`src/inc/uspkg.sv`:
```
// uspkg: register map, field positions and reset values of the
// synchronous serial channel; registers are 8 bits wide, those at offsets 4 to 6 only 6
// assumes a plain one-cycle register port and a single core clock
`default_nettype none
package uspkg;
  localparam int         AW              = 4;
  localparam logic [3:0] OFS_INT_CTL     = 4'h0;
  localparam logic [3:0] OFS_FLAGS_ONE   = 4'h1;
  localparam logic [3:0] OFS_EN_ONE      = 4'h2;
  localparam logic [3:0] OFS_PRIO_ONE    = 4'h3;
  localparam logic [3:0] OFS_FLAGS_THREE = 4'h4;
  localparam logic [3:0] OFS_EN_THREE    = 4'h5;
  localparam logic [3:0] OFS_PRIO_THREE  = 4'h6;
  localparam logic [3:0] OFS_RX_CTL      = 4'h7;
  localparam logic [3:0] OFS_TX_BUF      = 4'h8;
  localparam logic [3:0] OFS_TX_CTL      = 4'h9;
  localparam logic [3:0] OFS_BAUD        = 4'hA;
  localparam logic [3:0] OFS_RX_BUF      = 4'hB;
  localparam int         B_GLOBAL_IE     = 7;
  localparam int         B_PERIPH_IE     = 6;
  localparam int         B_RX_FULL       = 5;
  localparam int         B_TX_EMPTY      = 4;
  localparam int         B_PORT_EN       = 7;
  localparam int         B_RX_NINE       = 6;
  localparam int         B_SINGLE_RX     = 5;
  localparam int         B_CONT_RX       = 4;
  localparam int         B_ADDR_DET      = 3;
  localparam int         B_CLK_SRC       = 7;
  localparam int         B_TX_NINE       = 6;
  localparam int         B_TX_EN         = 5;
  localparam int         B_SYNC_MODE     = 4;
  localparam int         B_HIGH_SPEED    = 2;
  localparam logic [7:0] RST_ZERO        = 8'h00;
  localparam logic [7:0] RST_PRIO_ONE    = 8'h7F;
  localparam logic [5:0] RST_PRIO_THREE  = 6'h3F;
  localparam logic [3:0] WORD_BITS       = 4'h8;
  localparam logic [3:0] NINE_BITS       = 4'h9;
endpackage : uspkg
`default_nettype wire

```
`src/rtl/usart_sync.sv`:
```
// usart_sync: synchronous half-duplex serial channel, master or slave
// assumes one 10 MHz core clock; two-way pins split in/out/enable
`timescale 1ns/1ps
`default_nettype none
module usart_sync #(
  parameter bit CHANNEL_TWO = 1'b0
) (
  input  wire logic                 core_clk_in,
  input  wire logic                 nrst_in,
  input  wire logic [uspkg::AW-1:0] addr_in,
  input  wire logic [7:0]           wdata_in,
  input  wire logic                 wr_in,
  input  wire logic                 rd_in,
  output logic      [7:0]           rdata_out,
  input  wire logic                 sleep_in,
  input  wire logic                 ck_in,
  output logic                      ck_out,
  output logic                      ck_oe_out,
  input  wire logic                 dt_in,
  output logic                      dt_out,
  output logic                      dt_oe_out,
  output logic                      irq_out
);

  typedef enum logic [1:0] {ST_IDLE, ST_TX, ST_RX} shift_st_e;

  logic [7:0] int_ctl_q;
  logic [7:0] flags_one_q;
  logic [7:0] enables_one_q;
  logic [7:0] prio_one_q;
  logic [5:0] flags_three_q;
  logic [5:0] enables_three_q;
  logic [5:0] prio_three_q;
  logic       port_en_q;
  logic       rx_nine_q;
  logic       single_rx_q;
  logic       cont_rx_q;
  logic       addr_det_q;
  logic       overrun_q;
  logic       rx_ninth_q;
  logic       clk_src_q;
  logic       tx_nine_q;
  logic       tx_en_q;
  logic       sync_mode_q;
  logic       high_speed_q;
  logic       tx_ninth_q;
  logic [7:0] txbuf_q;
  logic [7:0] rxbuf_q;
  logic [7:0] baud_q;
  logic [7:0] baud_cnt_q;
  logic [7:0] rdata_q;
  logic       txbuf_full_q;
  logic       tx_empty_q;
  logic       rx_full_q;
  logic       ck_q;
  logic       irq_q;
  logic [2:0] ck_s_q;
  logic [2:0] dt_s_q;
  logic       ck_f_q;
  logic       dt_f_q;
  shift_st_e  st_q;
  logic [3:0] bit_cnt_q;
  logic [8:0] tsr_q;
  logic [8:0] rsr_q;

  logic       wr_tx;
  logic       wr_rx_ctl;
  logic       rd_rxbuf;
  logic       en_sync;
  logic       master;
  logic       tick;
  logic       slv_fall;
  logic       fall;
  logic       last_fall;
  logic       tx_go;
  logic       rx_on;
  logic       rx_want;
  logic       rx_done;
  logic       rx_keep;
  logic       tx_ie;
  logic       rx_ie;
  logic [8:0] rx_shift;

  function automatic logic [7:0] with_flags(input logic [7:0] base,
                                            input logic       rxf,
                                            input logic       txf);
    with_flags = base;
    with_flags[uspkg::B_RX_FULL] = rxf;
    with_flags[uspkg::B_TX_EMPTY] = txf;
  endfunction : with_flags

  function automatic logic pick_en(input logic [7:0] one,
                                   input logic [5:0] three,
                                   input int         pos);
    pick_en = CHANNEL_TWO ? three[pos] : one[pos];
  endfunction : pick_en

  assign wr_tx     = wr_in && addr_in == uspkg::OFS_TX_BUF;
  assign wr_rx_ctl = wr_in && addr_in == uspkg::OFS_RX_CTL;
  assign rd_rxbuf  = rd_in && addr_in == uspkg::OFS_RX_BUF;
  assign en_sync   = port_en_q && sync_mode_q;
  assign master    = en_sync && clk_src_q;
  assign tx_ie     = pick_en(enables_one_q, enables_three_q,
                             uspkg::B_TX_EMPTY);
  assign rx_ie     = pick_en(enables_one_q, enables_three_q,
                             uspkg::B_RX_FULL);
  // sleep halts only the internal clock; slave edges keep coming
  assign tick      = master && st_q != ST_IDLE && !sleep_in &&
                     baud_cnt_q == baud_q;
  assign slv_fall  = ck_s_q[2] == ck_s_q[1] && !ck_s_q[1] && ck_f_q;
  assign fall      = master ? (tick && ck_q) : slv_fall;
  assign last_fall = fall && bit_cnt_q == 4'h1;
  assign tx_go     = en_sync && tx_en_q && txbuf_full_q &&
                     (st_q == ST_IDLE ||
                      (st_q == ST_TX && last_fall));
  assign rx_on     = single_rx_q || cont_rx_q;
  // a waiting transmit word wins over reception
  assign rx_want   = en_sync && rx_on && !overrun_q &&
                     !(tx_en_q && txbuf_full_q);
  assign rx_done   = st_q == ST_RX && last_fall && rx_on && !overrun_q;
  assign rx_keep   = rx_done && !(rx_full_q && !rd_rxbuf);
  assign rx_shift  = {dt_f_q, rsr_q[8:1]};

  // pin sampling: three stages, a change counts once two agree
  always_ff @(posedge core_clk_in or negedge nrst_in) begin
    if (!nrst_in) begin
      ck_s_q <= 3'h0;
      dt_s_q <= 3'h0;
      ck_f_q <= 1'b0;
      dt_f_q <= 1'b0;
    end else begin
      ck_s_q <= {ck_s_q[1:0], ck_in};
      dt_s_q <= {dt_s_q[1:0], dt_in};
      if (ck_s_q[2] == ck_s_q[1]) begin
        ck_f_q <= ck_s_q[1];
      end
      if (dt_s_q[2] == dt_s_q[1]) begin
        dt_f_q <= dt_s_q[1];
      end
    end
  end

  // master shift clock: half period of divisor plus one cycles
  always_ff @(posedge core_clk_in or negedge nrst_in) begin
    if (!nrst_in) begin
      baud_cnt_q <= 8'h00;
      ck_q       <= 1'b0;
    end else if (!master || st_q == ST_IDLE) begin
      baud_cnt_q <= 8'h00;
      ck_q       <= 1'b0;
    end else if (tick) begin
      baud_cnt_q <= 8'h00;
      ck_q       <= ~ck_q;
    end else if (!sleep_in) begin
      baud_cnt_q <= baud_cnt_q + 8'h01;
    end
  end

  // shift engine: one word at a time, either direction
  always_ff @(posedge core_clk_in or negedge nrst_in) begin
    if (!nrst_in) begin
      st_q      <= ST_IDLE;
      bit_cnt_q <= 4'h0;
      tsr_q     <= 9'h000;
      rsr_q     <= 9'h000;
    end else if (!en_sync) begin
      st_q <= ST_IDLE;
    end else begin
      case (st_q)
        ST_IDLE: begin
          if (tx_go) begin
            st_q      <= ST_TX;
            tsr_q     <= {tx_ninth_q, txbuf_q};
            bit_cnt_q <= tx_nine_q ? uspkg::NINE_BITS : uspkg::WORD_BITS;
          end else if (rx_want) begin
            st_q      <= ST_RX;
            bit_cnt_q <= rx_nine_q ? uspkg::NINE_BITS : uspkg::WORD_BITS;
          end
        end
        ST_TX: begin
          if (tx_go) begin
            tsr_q     <= {tx_ninth_q, txbuf_q};
            bit_cnt_q <= tx_nine_q ? uspkg::NINE_BITS : uspkg::WORD_BITS;
          end else if (last_fall) begin
            st_q <= ST_IDLE;
          end else if (fall) begin
            tsr_q     <= {1'b0, tsr_q[8:1]};
            bit_cnt_q <= bit_cnt_q - 4'h1;
          end
        end
        ST_RX: begin
          if (!rx_on || overrun_q) begin
            st_q <= ST_IDLE;
          end else if (fall) begin
            rsr_q <= rx_shift;
            if (bit_cnt_q != 4'h1) begin
              bit_cnt_q <= bit_cnt_q - 4'h1;
            end else if (cont_rx_q) begin
              // continuous wins when both enables are set
              bit_cnt_q <= rx_nine_q ? uspkg::NINE_BITS
                                     : uspkg::WORD_BITS;
            end else begin
              st_q <= ST_IDLE;
            end
          end
        end
        default: begin
          st_q <= ST_IDLE;
        end
      endcase
    end
  end

  // transmit buffer and its empty flag
  always_ff @(posedge core_clk_in or negedge nrst_in) begin
    if (!nrst_in) begin
      txbuf_q      <= uspkg::RST_ZERO;
      txbuf_full_q <= 1'b0;
      tx_empty_q   <= 1'b0;
    end else begin
      if (wr_tx) begin
        txbuf_q      <= wdata_in;
        txbuf_full_q <= 1'b1;
      end else if (tx_go) begin
        txbuf_full_q <= 1'b0;
      end
      // one cycle behind the buffer, so a write shows a cycle late
      tx_empty_q <= tx_en_q && !txbuf_full_q;
    end
  end

  // receive buffer, full flag and overrun
  always_ff @(posedge core_clk_in or negedge nrst_in) begin
    if (!nrst_in) begin
      rxbuf_q    <= uspkg::RST_ZERO;
      rx_ninth_q <= 1'b0;
      rx_full_q  <= 1'b0;
      overrun_q  <= 1'b0;
    end else begin
      if (rx_keep) begin
        rxbuf_q    <= rx_nine_q ? rx_shift[7:0] : rx_shift[8:1];
        rx_ninth_q <= rx_nine_q && rx_shift[8];
        rx_full_q  <= 1'b1;
      end else if (rd_rxbuf) begin
        rx_full_q <= 1'b0;
      end
      // a word landing on a full buffer is dropped, error set wins
      if (rx_done && !rx_keep) begin
        overrun_q <= 1'b1;
      end else if (wr_rx_ctl && !wdata_in[uspkg::B_CONT_RX]) begin
        overrun_q <= 1'b0;
      end
    end
  end

  // single-word enable clears itself once its word is in
  always_ff @(posedge core_clk_in or negedge nrst_in) begin
    if (!nrst_in) begin
      single_rx_q <= 1'b0;
    end else if (wr_rx_ctl) begin
      single_rx_q <= wdata_in[uspkg::B_SINGLE_RX];
    end else if (rx_done && !cont_rx_q) begin
      single_rx_q <= 1'b0;
    end
  end

  // software-written control and plain storage registers
  always_ff @(posedge core_clk_in or negedge nrst_in) begin
    if (!nrst_in) begin
      int_ctl_q       <= uspkg::RST_ZERO;
      flags_one_q     <= uspkg::RST_ZERO;
      enables_one_q   <= uspkg::RST_ZERO;
      prio_one_q      <= uspkg::RST_PRIO_ONE;
      flags_three_q   <= 6'h00;
      enables_three_q <= 6'h00;
      prio_three_q    <= uspkg::RST_PRIO_THREE;
      port_en_q       <= 1'b0;
      rx_nine_q       <= 1'b0;
      cont_rx_q       <= 1'b0;
      addr_det_q      <= 1'b0;
      clk_src_q       <= 1'b0;
      tx_nine_q       <= 1'b0;
      tx_en_q         <= 1'b0;
      sync_mode_q     <= 1'b0;
      high_speed_q    <= 1'b0;
      tx_ninth_q      <= 1'b0;
      baud_q          <= uspkg::RST_ZERO;
    end else if (wr_in) begin
      case (addr_in)
        uspkg::OFS_INT_CTL:     int_ctl_q <= wdata_in;
        uspkg::OFS_FLAGS_ONE:   flags_one_q <= wdata_in;
        uspkg::OFS_EN_ONE:      enables_one_q <= wdata_in;
        uspkg::OFS_PRIO_ONE:    prio_one_q <= wdata_in;
        uspkg::OFS_FLAGS_THREE: flags_three_q <= wdata_in[5:0];
        uspkg::OFS_EN_THREE:    enables_three_q <= wdata_in[5:0];
        uspkg::OFS_PRIO_THREE:  prio_three_q <= wdata_in[5:0];
        uspkg::OFS_RX_CTL: begin
          port_en_q  <= wdata_in[uspkg::B_PORT_EN];
          rx_nine_q  <= wdata_in[uspkg::B_RX_NINE];
          cont_rx_q  <= wdata_in[uspkg::B_CONT_RX];
          addr_det_q <= wdata_in[uspkg::B_ADDR_DET];
        end
        uspkg::OFS_TX_CTL: begin
          clk_src_q    <= wdata_in[uspkg::B_CLK_SRC];
          tx_nine_q    <= wdata_in[uspkg::B_TX_NINE];
          tx_en_q      <= wdata_in[uspkg::B_TX_EN];
          sync_mode_q  <= wdata_in[uspkg::B_SYNC_MODE];
          high_speed_q <= wdata_in[uspkg::B_HIGH_SPEED];
          tx_ninth_q   <= wdata_in[0];
        end
        uspkg::OFS_BAUD:        baud_q <= wdata_in;
        default: begin
        end
      endcase
    end
  end

  // read port: data stand only in the cycle after the strobe
  always_ff @(posedge core_clk_in or negedge nrst_in) begin
    if (!nrst_in) begin
      rdata_q <= uspkg::RST_ZERO;
    end else if (!rd_in) begin
      rdata_q <= uspkg::RST_ZERO;
    end else begin
      case (addr_in)
        uspkg::OFS_INT_CTL:     rdata_q <= int_ctl_q;
        uspkg::OFS_FLAGS_ONE:
          rdata_q <= CHANNEL_TWO ? flags_one_q
                     : with_flags(flags_one_q, rx_full_q,
                                  tx_empty_q);
        uspkg::OFS_EN_ONE:      rdata_q <= enables_one_q;
        uspkg::OFS_PRIO_ONE:    rdata_q <= prio_one_q;
        uspkg::OFS_FLAGS_THREE:
          rdata_q <= !CHANNEL_TWO ? {2'h0, flags_three_q}
                     : with_flags({2'h0, flags_three_q}, rx_full_q,
                                  tx_empty_q);
        uspkg::OFS_EN_THREE:    rdata_q <= {2'h0, enables_three_q};
        uspkg::OFS_PRIO_THREE:  rdata_q <= {2'h0, prio_three_q};
        uspkg::OFS_RX_CTL:
          rdata_q <= {port_en_q, rx_nine_q, single_rx_q, cont_rx_q,
                      addr_det_q, 1'b0, overrun_q, rx_ninth_q};
        uspkg::OFS_TX_BUF:      rdata_q <= txbuf_q;
        uspkg::OFS_TX_CTL:
          rdata_q <= {clk_src_q, tx_nine_q, tx_en_q, sync_mode_q, 1'b0,
                      high_speed_q, st_q != ST_TX, tx_ninth_q};
        uspkg::OFS_BAUD:        rdata_q <= baud_q;
        uspkg::OFS_RX_BUF:      rdata_q <= rxbuf_q;
        default:                rdata_q <= uspkg::RST_ZERO;
      endcase
    end
  end

  // request line; the shifter-empty bit feeds nothing here
  always_ff @(posedge core_clk_in or negedge nrst_in) begin
    if (!nrst_in) begin
      irq_q <= 1'b0;
    end else begin
      irq_q <= int_ctl_q[uspkg::B_GLOBAL_IE] &&
               int_ctl_q[uspkg::B_PERIPH_IE] &&
               ((tx_empty_q && tx_ie) ||
                (rx_full_q && rx_ie));
    end
  end

  assign rdata_out = rdata_q;
  assign ck_out    = ck_q;
  assign ck_oe_out = master;
  assign dt_out    = tsr_q[0];
  assign dt_oe_out = en_sync && st_q == ST_TX;
  assign irq_out   = irq_q;
endmodule : usart_sync
`default_nettype wire

```
`config.mk`:
```
export PLATFORM = sky130hd
export DESIGN_NAME = usart_sync
export DESIGN_NICKNAME = d
export VERILOG_FILES = /design/src/inc/uspkg.sv /design/src/rtl/usart_sync.sv
export SDC_FILE = /design/constraint.sdc
export NUM_CORES = 1
export LEC_CHECK = 0
export BUFFER_PORTS_ARGS = -buffer_cell sky130_fd_sc_hd__buf_2
export CELL_PAD_IN_SITES_DETAIL_PLACEMENT = 1
export CELL_PAD_IN_SITES_GLOBAL_PLACEMENT = 2
export CORE_AREA = 2 2 144 118
export CTS_CLUSTER_DIAMETER = 80
export DETAILED_ROUTE_END_ITERATION = 12
export DIE_AREA = 0 0 146 120
export PLACE_DENSITY = 0.77
export SLEW_MARGIN = 20
export SYNTH_ARGS = -nofsm -noshare
export SYNTH_HDL_FRONTEND = slang
export SYNTH_SLANG_ARGS = --single-unit
```
`constraint.sdc`:
```
create_clock -name core_clk_in -period 3.29 [get_ports core_clk_in]
set_clock_uncertainty 0.1 [all_clocks]
set_input_delay 0.329 -clock core_clk_in [delete_from_list [all_inputs] [get_ports core_clk_in]]
set_output_delay 0.329 -clock core_clk_in [all_outputs]
set_load 0.05 [all_outputs]
```
### Word-level counts from Yosys, hierarchy flattened

Cells that the tools add are included.

| word-level totals | value |
|---|---|
| bits in registers | 140 |
| input port bits | 19 |
| output and inout port bits | 13 |

| operators by class | value |
|---|---|
| add/subtract/negate cells | 2 |
| equality and inequality tests | 33 |
| mux-type cells | 44 |
| bitwise gates (word level) | 2 |
| reductions and logical operators | 76 |

Operators with widths:

| kind | number |
|---|---|
| case mux 8 bit (12 select lines) | 1 |
| two-way mux 8 bit | 5 |
| two-way mux 4 bit | 9 |
| two-way mux 9 bit | 4 |
| logical AND 1 bit | 35 |
| AND reduction 2 bit | 10 |
| two-way mux 2 bit | 9 |
| case mux 9 bit (2 select lines) | 1 |
| equality test 4 x 3 -> 1 bit, second input constant | 4 |
| equality test 4 bit, second input constant | 4 |
| inequality test 3 bit, second input constant | 5 |
| nonzero test 2 bit | 7 |
| two-way mux 1 bit | 13 |
| logical NOT 1 bit | 12 |
| case mux 4 bit (3 select lines) | 1 |
| adder 8 x 1 -> 8 bit, second input constant | 1 |
| equality test 4 x 1 -> 1 bit, second input constant | 2 |
| equality test 4 x 2 -> 1 bit, second input constant | 2 |
| equality test 8 bit | 1 |
| inequality test 4 x 3 -> 1 bit, second input constant | 2 |
| inequality test 4 bit, second input constant | 2 |
| AND reduction 8 bit | 1 |
| inequality test 2 bit, second input constant | 3 |
| case mux 2 bit (3 select lines) | 1 |
| 16 further kinds | 22 |

### Longest topological paths before layout

| logic depth | value |
|---|---|
| depth in word-level cells | 15 |
| depth in mapped cells | 10 |
| gate-level depth less buffers | 9 |

### Worst setup path before layout

Ideal clock, no wire load.

| timing | value |
|---|---|
| kind | register to register |
| start point | register st_q[1] |
| end point | register tsr_q[0] |
| data arrival time | 2,156 ps |
| data required time | 3,049 ps |
| slack | 893 ps |
| stages on the path, launching flop included | 10 |
| path buffers | 2 |
| clock period less this slack | 2,397 ps |
| cell sequence | dfrtp_1 inv_1 ha_1 clkbuf_1 and3_1 a21boi_0 o22ai_1 clkbuf_1 nand2_1 o21ai_0 |

| between the ends | value |
|---|---|
| cells in the longest elaborated chain, start to end | 12 |
| elaborated cells between the ends (all ways) | 19 |
| classes of those cells | eq/ne (4); mux (3); reduce/logical (12) |

Ends and longest elaborated chain:

| element | line | source |
|---|---|---|
| start: declaration | usart_sync.sv:61 | `shift_st_e st_q;` |
| start signal: assignment | usart_sync.sv:162 | `st_q <= ST_IDLE;` |
| start signal: assignment | usart_sync.sv:167 | `st_q <= ST_IDLE;` |
| start signal: assignment | usart_sync.sv:172 | `st_q <= ST_TX;` |
| nonzero test 2 bit | usart_sync.sv:108 | `assign tick = master && st_q != ST_IDLE && !sleep_in &&` |
| logical AND 1 bit (3 in series) | usart_sync.sv:108 |  |
| logical AND 1 bit | usart_sync.sv:111 | `assign fall = master ? (tick && ck_q) : slv_fall;` |
| two-way mux 1 bit | usart_sync.sv:111 |  |
| logical AND 1 bit | usart_sync.sv:112 | `assign last_fall = fall && bit_cnt_q == 4'h1;` |
| logical AND 1 bit | usart_sync.sv:115 | `(st_q == ST_TX && last_fall));` |
| logical OR 1 bit | usart_sync.sv:114 | `(st_q == ST_IDLE \|\|` |
| logical AND 1 bit | usart_sync.sv:113 | `assign tx_go = en_sync && tx_en_q && txbuf_full_q &&` |
| inequality test 3 bit (no source line) (tied with other cells) | -- |  |
| AND reduction 5 bit (no source line) / case mux 9 bit (2 select lines) (equally long branches) | -- |  |
| end signal: assignment | usart_sync.sv:173 | `tsr_q <= {tx_ninth_q, txbuf_q};` |
| end signal: assignment | usart_sync.sv:182 | `tsr_q <= {tx_ninth_q, txbuf_q};` |
| end signal: assignment | usart_sync.sv:187 | `tsr_q <= {1'b0, tsr_q[8:1]};` |
| end: declaration | usart_sync.sv:63 | `logic [8:0] tsr_q;` |

Several ways; a longest one is shown, not always the timed one.
A chain may end at the register's enable or synchronous reset.

### Final worst setup path

| timing | value |
|---|---|
| start point | register st_q[0] |
| end point | register rxbuf_q[0] |

| between the ends | value |
|---|---|
| cells in the longest elaborated chain, start to end | 11 |
| elaborated cells between the ends (all ways) | 12 |
| classes of those cells | eq/ne (1); mux (1); reduce/logical (10) |

Ends and longest elaborated chain:

| element | line | source |
|---|---|---|
| nonzero test 2 bit | usart_sync.sv:108 |  |
| logical AND 1 bit (3 in series) | usart_sync.sv:108 |  |
| logical AND 1 bit | usart_sync.sv:111 |  |
| two-way mux 1 bit | usart_sync.sv:111 |  |
| logical AND 1 bit | usart_sync.sv:112 |  |
| logical AND 1 bit (*) (3 in series) | usart_sync.sv:120 | `assign rx_done = st_q == ST_RX && last_fall && rx_on && !overrun_q;` |
| logical AND 1 bit (*) | usart_sync.sv:121 | `assign rx_keep = rx_done && !(rx_full_q && !rd_rxbuf);` |
| end signal: assignment | usart_sync.sv:235 | `rxbuf_q <= uspkg::RST_ZERO;` |
| end signal: assignment | usart_sync.sv:241 | `rxbuf_q <= rx_nine_q ? rx_shift[7:0] : rx_shift[8:1];` |
| end: declaration | usart_sync.sv:48 | `logic [7:0] rxbuf_q;` |

Every way passes the cells marked *; elsewhere a longest branch is shown, timed or not.

==> flow_summary.yaml <==
yosys:
  muxShareOfSynthArea_pct: 19.88
  syn_avg_cell_area_um2: 11.43
  synthCells: 583
  synthArstFlopShare_pct: 100.0
  yosysSeqAreaShare_pct: 51.67
  ys_types: 61
  synth_xor_area_share_pct: 1.971
  syn-num-nets: 610
  synth_top_family_by_area: "multiplexers"
  synth_edf_count: 0
  synth_ff_type: "dfrtp_1"
  synth_area_um2: 6666
  synth_compound_area_share_pct: 11.04
  synth_fa_ha_area_share_pct: 1.652
  synth-seq-cells: 137
  yosys.area_share.simple_pct: 11.45
  yosys_warnings: 0
floorplan:
  coreArea_um2: 16190
  rows: 42
  die_h_um: 120
  fp.dieW_um: 146
  dieArea_um2: 17520
  pin_count: 32
  initial_utilization_pct: 41.19
cts:
  cts_max_path_buffers: 2
  clk_pin_slew_worst_paths_ns: 0.06
  clockRootBuffer: "clkbuf_16"
  clkSinkCount: 137
  h-tree-depth: 4
  cts-buffers-inserted: 17
  cts_tree: "built"
  clkLatencyLatePin_ns: 0.42
  cts.repair.resized: 0
finish:
  fillers: 1760
  multi_input_area_um2: 3072
  nNetsFinal: 649
  seqCellArea_um2: 3445
  drive_above_1_share_pct: 30.55
  finish.utilization_pct: 47.97
  syn_to_final_growth_pct: 16.46
  diodes: 0
route:
  post_drt_wl_per_cell_um: 21.80
  wirelength_um: 18640
  vias: 4855
  antenna_left: 0
  drc: 0
  vias_per_cell: 5.678
  drt_iter0_markers: 261
  dr.pass1.iters: 7
place:
  io_buffers: 31
  place_congestion: 0.8491
  place_ws_ns: 0.5191
  hpwl_um: 12990
timing:
  rsz0062_at_grt: "no"
  setup_ws_ns: 0.6448
  period_needed_ns: 2.645
  tightest_slew_ns: 0.7002
  slew_headroom_pct: 53.15
  max_freq_mhz: 378.0
  fin_tns_setup_ns: 0
  timing.final.hold_violations: 0
  finalMaxSlewViolations: 0
  setup_viol: 0
  fin_crit_sh_pct: 80.40
min_path:
  hp-class: "input pin to flop"
worst_setup_path:
  worst-setup-path-type: "flop to flop"
  crit_path_end_kind: "flop"
  cp_max_fo: 18
  cp.required_ns: 3.47
  crit_arrival_ns: 2.83
  startpoint_type: "flop"
grt:
  antenna_found_initial: 0
  grt_overflow: 0
  grt_start_max_net_pins: 73
  grt_pass1_vias: 5154
  grt_pass1_wl_um: 29950
  grt_use_total_pct: 22.64
outcome:
  status: "complete, no violations"
job:
  cap_violations: 0
power:
  leakagePower_uw: 0.003469
  p_per_area_nw_per_um2: 672.9
  fin_total_pwr_uw: 5224
  ir_worst_vdd_mv: 0.3483
state kept, by name, indices dropped and copies added, names as in the netlist, 2 cells and up:
signal,count
dt_s_q,3
int_ctl_q,8
bit_cnt_q,4
prio_one_q,8
prio_three_q,6
txbuf_q,8
enables_three_q,6
rxbuf_q,8
baud_q,8
tsr_q,9
rsr_q,8
flags_three_q,6
st_q,2
rdata_out,8
flags_one_q,6
enables_one_q,8
ck_s_q,3
baud_cnt_q,8
path summary, 6_finish.rpt:
kind                                 endpoint  cells after the start      start  slack (ns)
worst max-delay path               rxbuf_q[0]                      9    st_q[0]        0.64
worst min-delay path             rdata_out[0]                      2      rd_in        0.13
worst max register to register     rxbuf_q[0]                      9    st_q[0]        0.64
worst min register to register      ck_s_q[1]                      0  ck_s_q[0]        0.25
max in group asynchronous       prio_one_q[4]                      3    nrst_in        1.85
min in group asynchronous       baud_cnt_q[2]                      2    nrst_in        0.40
where the power goes:
group / internal, µW / leakage [µW] / switching [µW]
clock: 1290 / 0.000303 / 698
combinational: 447 / 0.00144 / 515
sequential: 2020 / 0.00173 / 261
total: 3750 / 0.00347 / 1470
per-stage QoR:
stage,cell area (µm²),cells,hold WS (ns)
6_report,7764,855,0.1336
5_1_grt,7764,855,0.1092
4_1_cts,7757,855,0.1140
3_5_place_dp,7109,820,0.2370
3_3_place_gp,7109,820,0.2333
2_1_floorplan,6666,583,-0.06659
layout make-up:
cell class / instances / share of cell area (%)
Tap cell: 220 / 3.546
Multi-Input combinational cell: 407 / 39.56
Inverter: 10 / 0.4835
Clock buffer: 25 / 6.511
Timing Repair Buffer: 49 / 4.077
Sequential cell: 137 / 44.37
Clock inverter: 7 / 1.450
synthesized netlist by cell type (4+ instances only):
library cell | number | area [µm²]
nor3_1 | 6 | 30.03
nor2b_1 | 7 | 43.79
nor2_1 | 38 | 142.6
a22oi_1 | 5 | 37.54
a31oi_1 | 9 | 56.30
nand2_1 | 53 | 198.9
a22o_1 | 5 | 43.79
a221oi_1 | 6 | 52.55
mux2_2 | 89 | 1002
and2_1 | 4 | 25.02
and3_1 | 5 | 31.28
inv_1 | 9 | 33.78
mux2i_1 | 24 | 240.2
ha_1 | 8 | 100.1
dfrtp_1 | 124 | 3103
clkbuf_1 | 14 | 52.55
a21oi_1 | 18 | 90.09
dfstp_2 | 13 | 341.6
o21ai_0 | 35 | 175.2
xor2_1 | 14 | 122.6
buf_2 | 8 | 40.04
buf_1 | 7 | 26.28
nand3_1 | 21 | 105.1
repair_timing:
action	4_1_cts	5_1_grt
setup buffers	0	0
endpoints found under the hold margin	73	0
hold buffers	3	0
cell usage in the layout (no fill, tap or decap), types with 4 or more instances in the layout:
cell type,instances
dfstp_2,13
mux2_2,89
a22o_1,5
mux2i_1,24
buf_2,30
nor2_1,38
dfrtp_1,124
nand2_1,53
a31oi_1,9
ha_1,8
clkbuf_16,17
clkbuf_8,5
buf_4,14
o21ai_0,35
a221oi_1,6
a21oi_1,18
and3_1,5
inv_1,9
a22oi_1,5
and2_1,4
nor3_1,6
xor2_1,14
nand3_1,21
nor2b_1,7
kinds of logic after synthesis:
family / after synthesis
DFF: 137
and+or+nand+nor: 154
AOI/OAI and AO/OA: 112
muxes: 117
adders and majority gates: 9
buffers and inverters: 39
xor gates and xnor gates: 15
per-layer routing:
metal	global-route usage, %	vias to the layer above	share of wire (%)
met1	31.96	2522	47
met3	5.741	22	4.9
met4	5.522	0	1.0
li1	-	2195	-
met5	0	-	0
met2	35.20	116	47
worst max-delay path, cell delays in order (launching register included):
cell and delay [ns]:
dfrtp_1 0.40, inv_1 0.10, ha_1 0.22, and4b_1 0.35, and2_1 0.18, nand4_2 0.20
nand2_1 0.27, nand4_2 0.40, nand2_1 0.18, o21ai_0 0.10
Power figures use the tool's default switching activity.
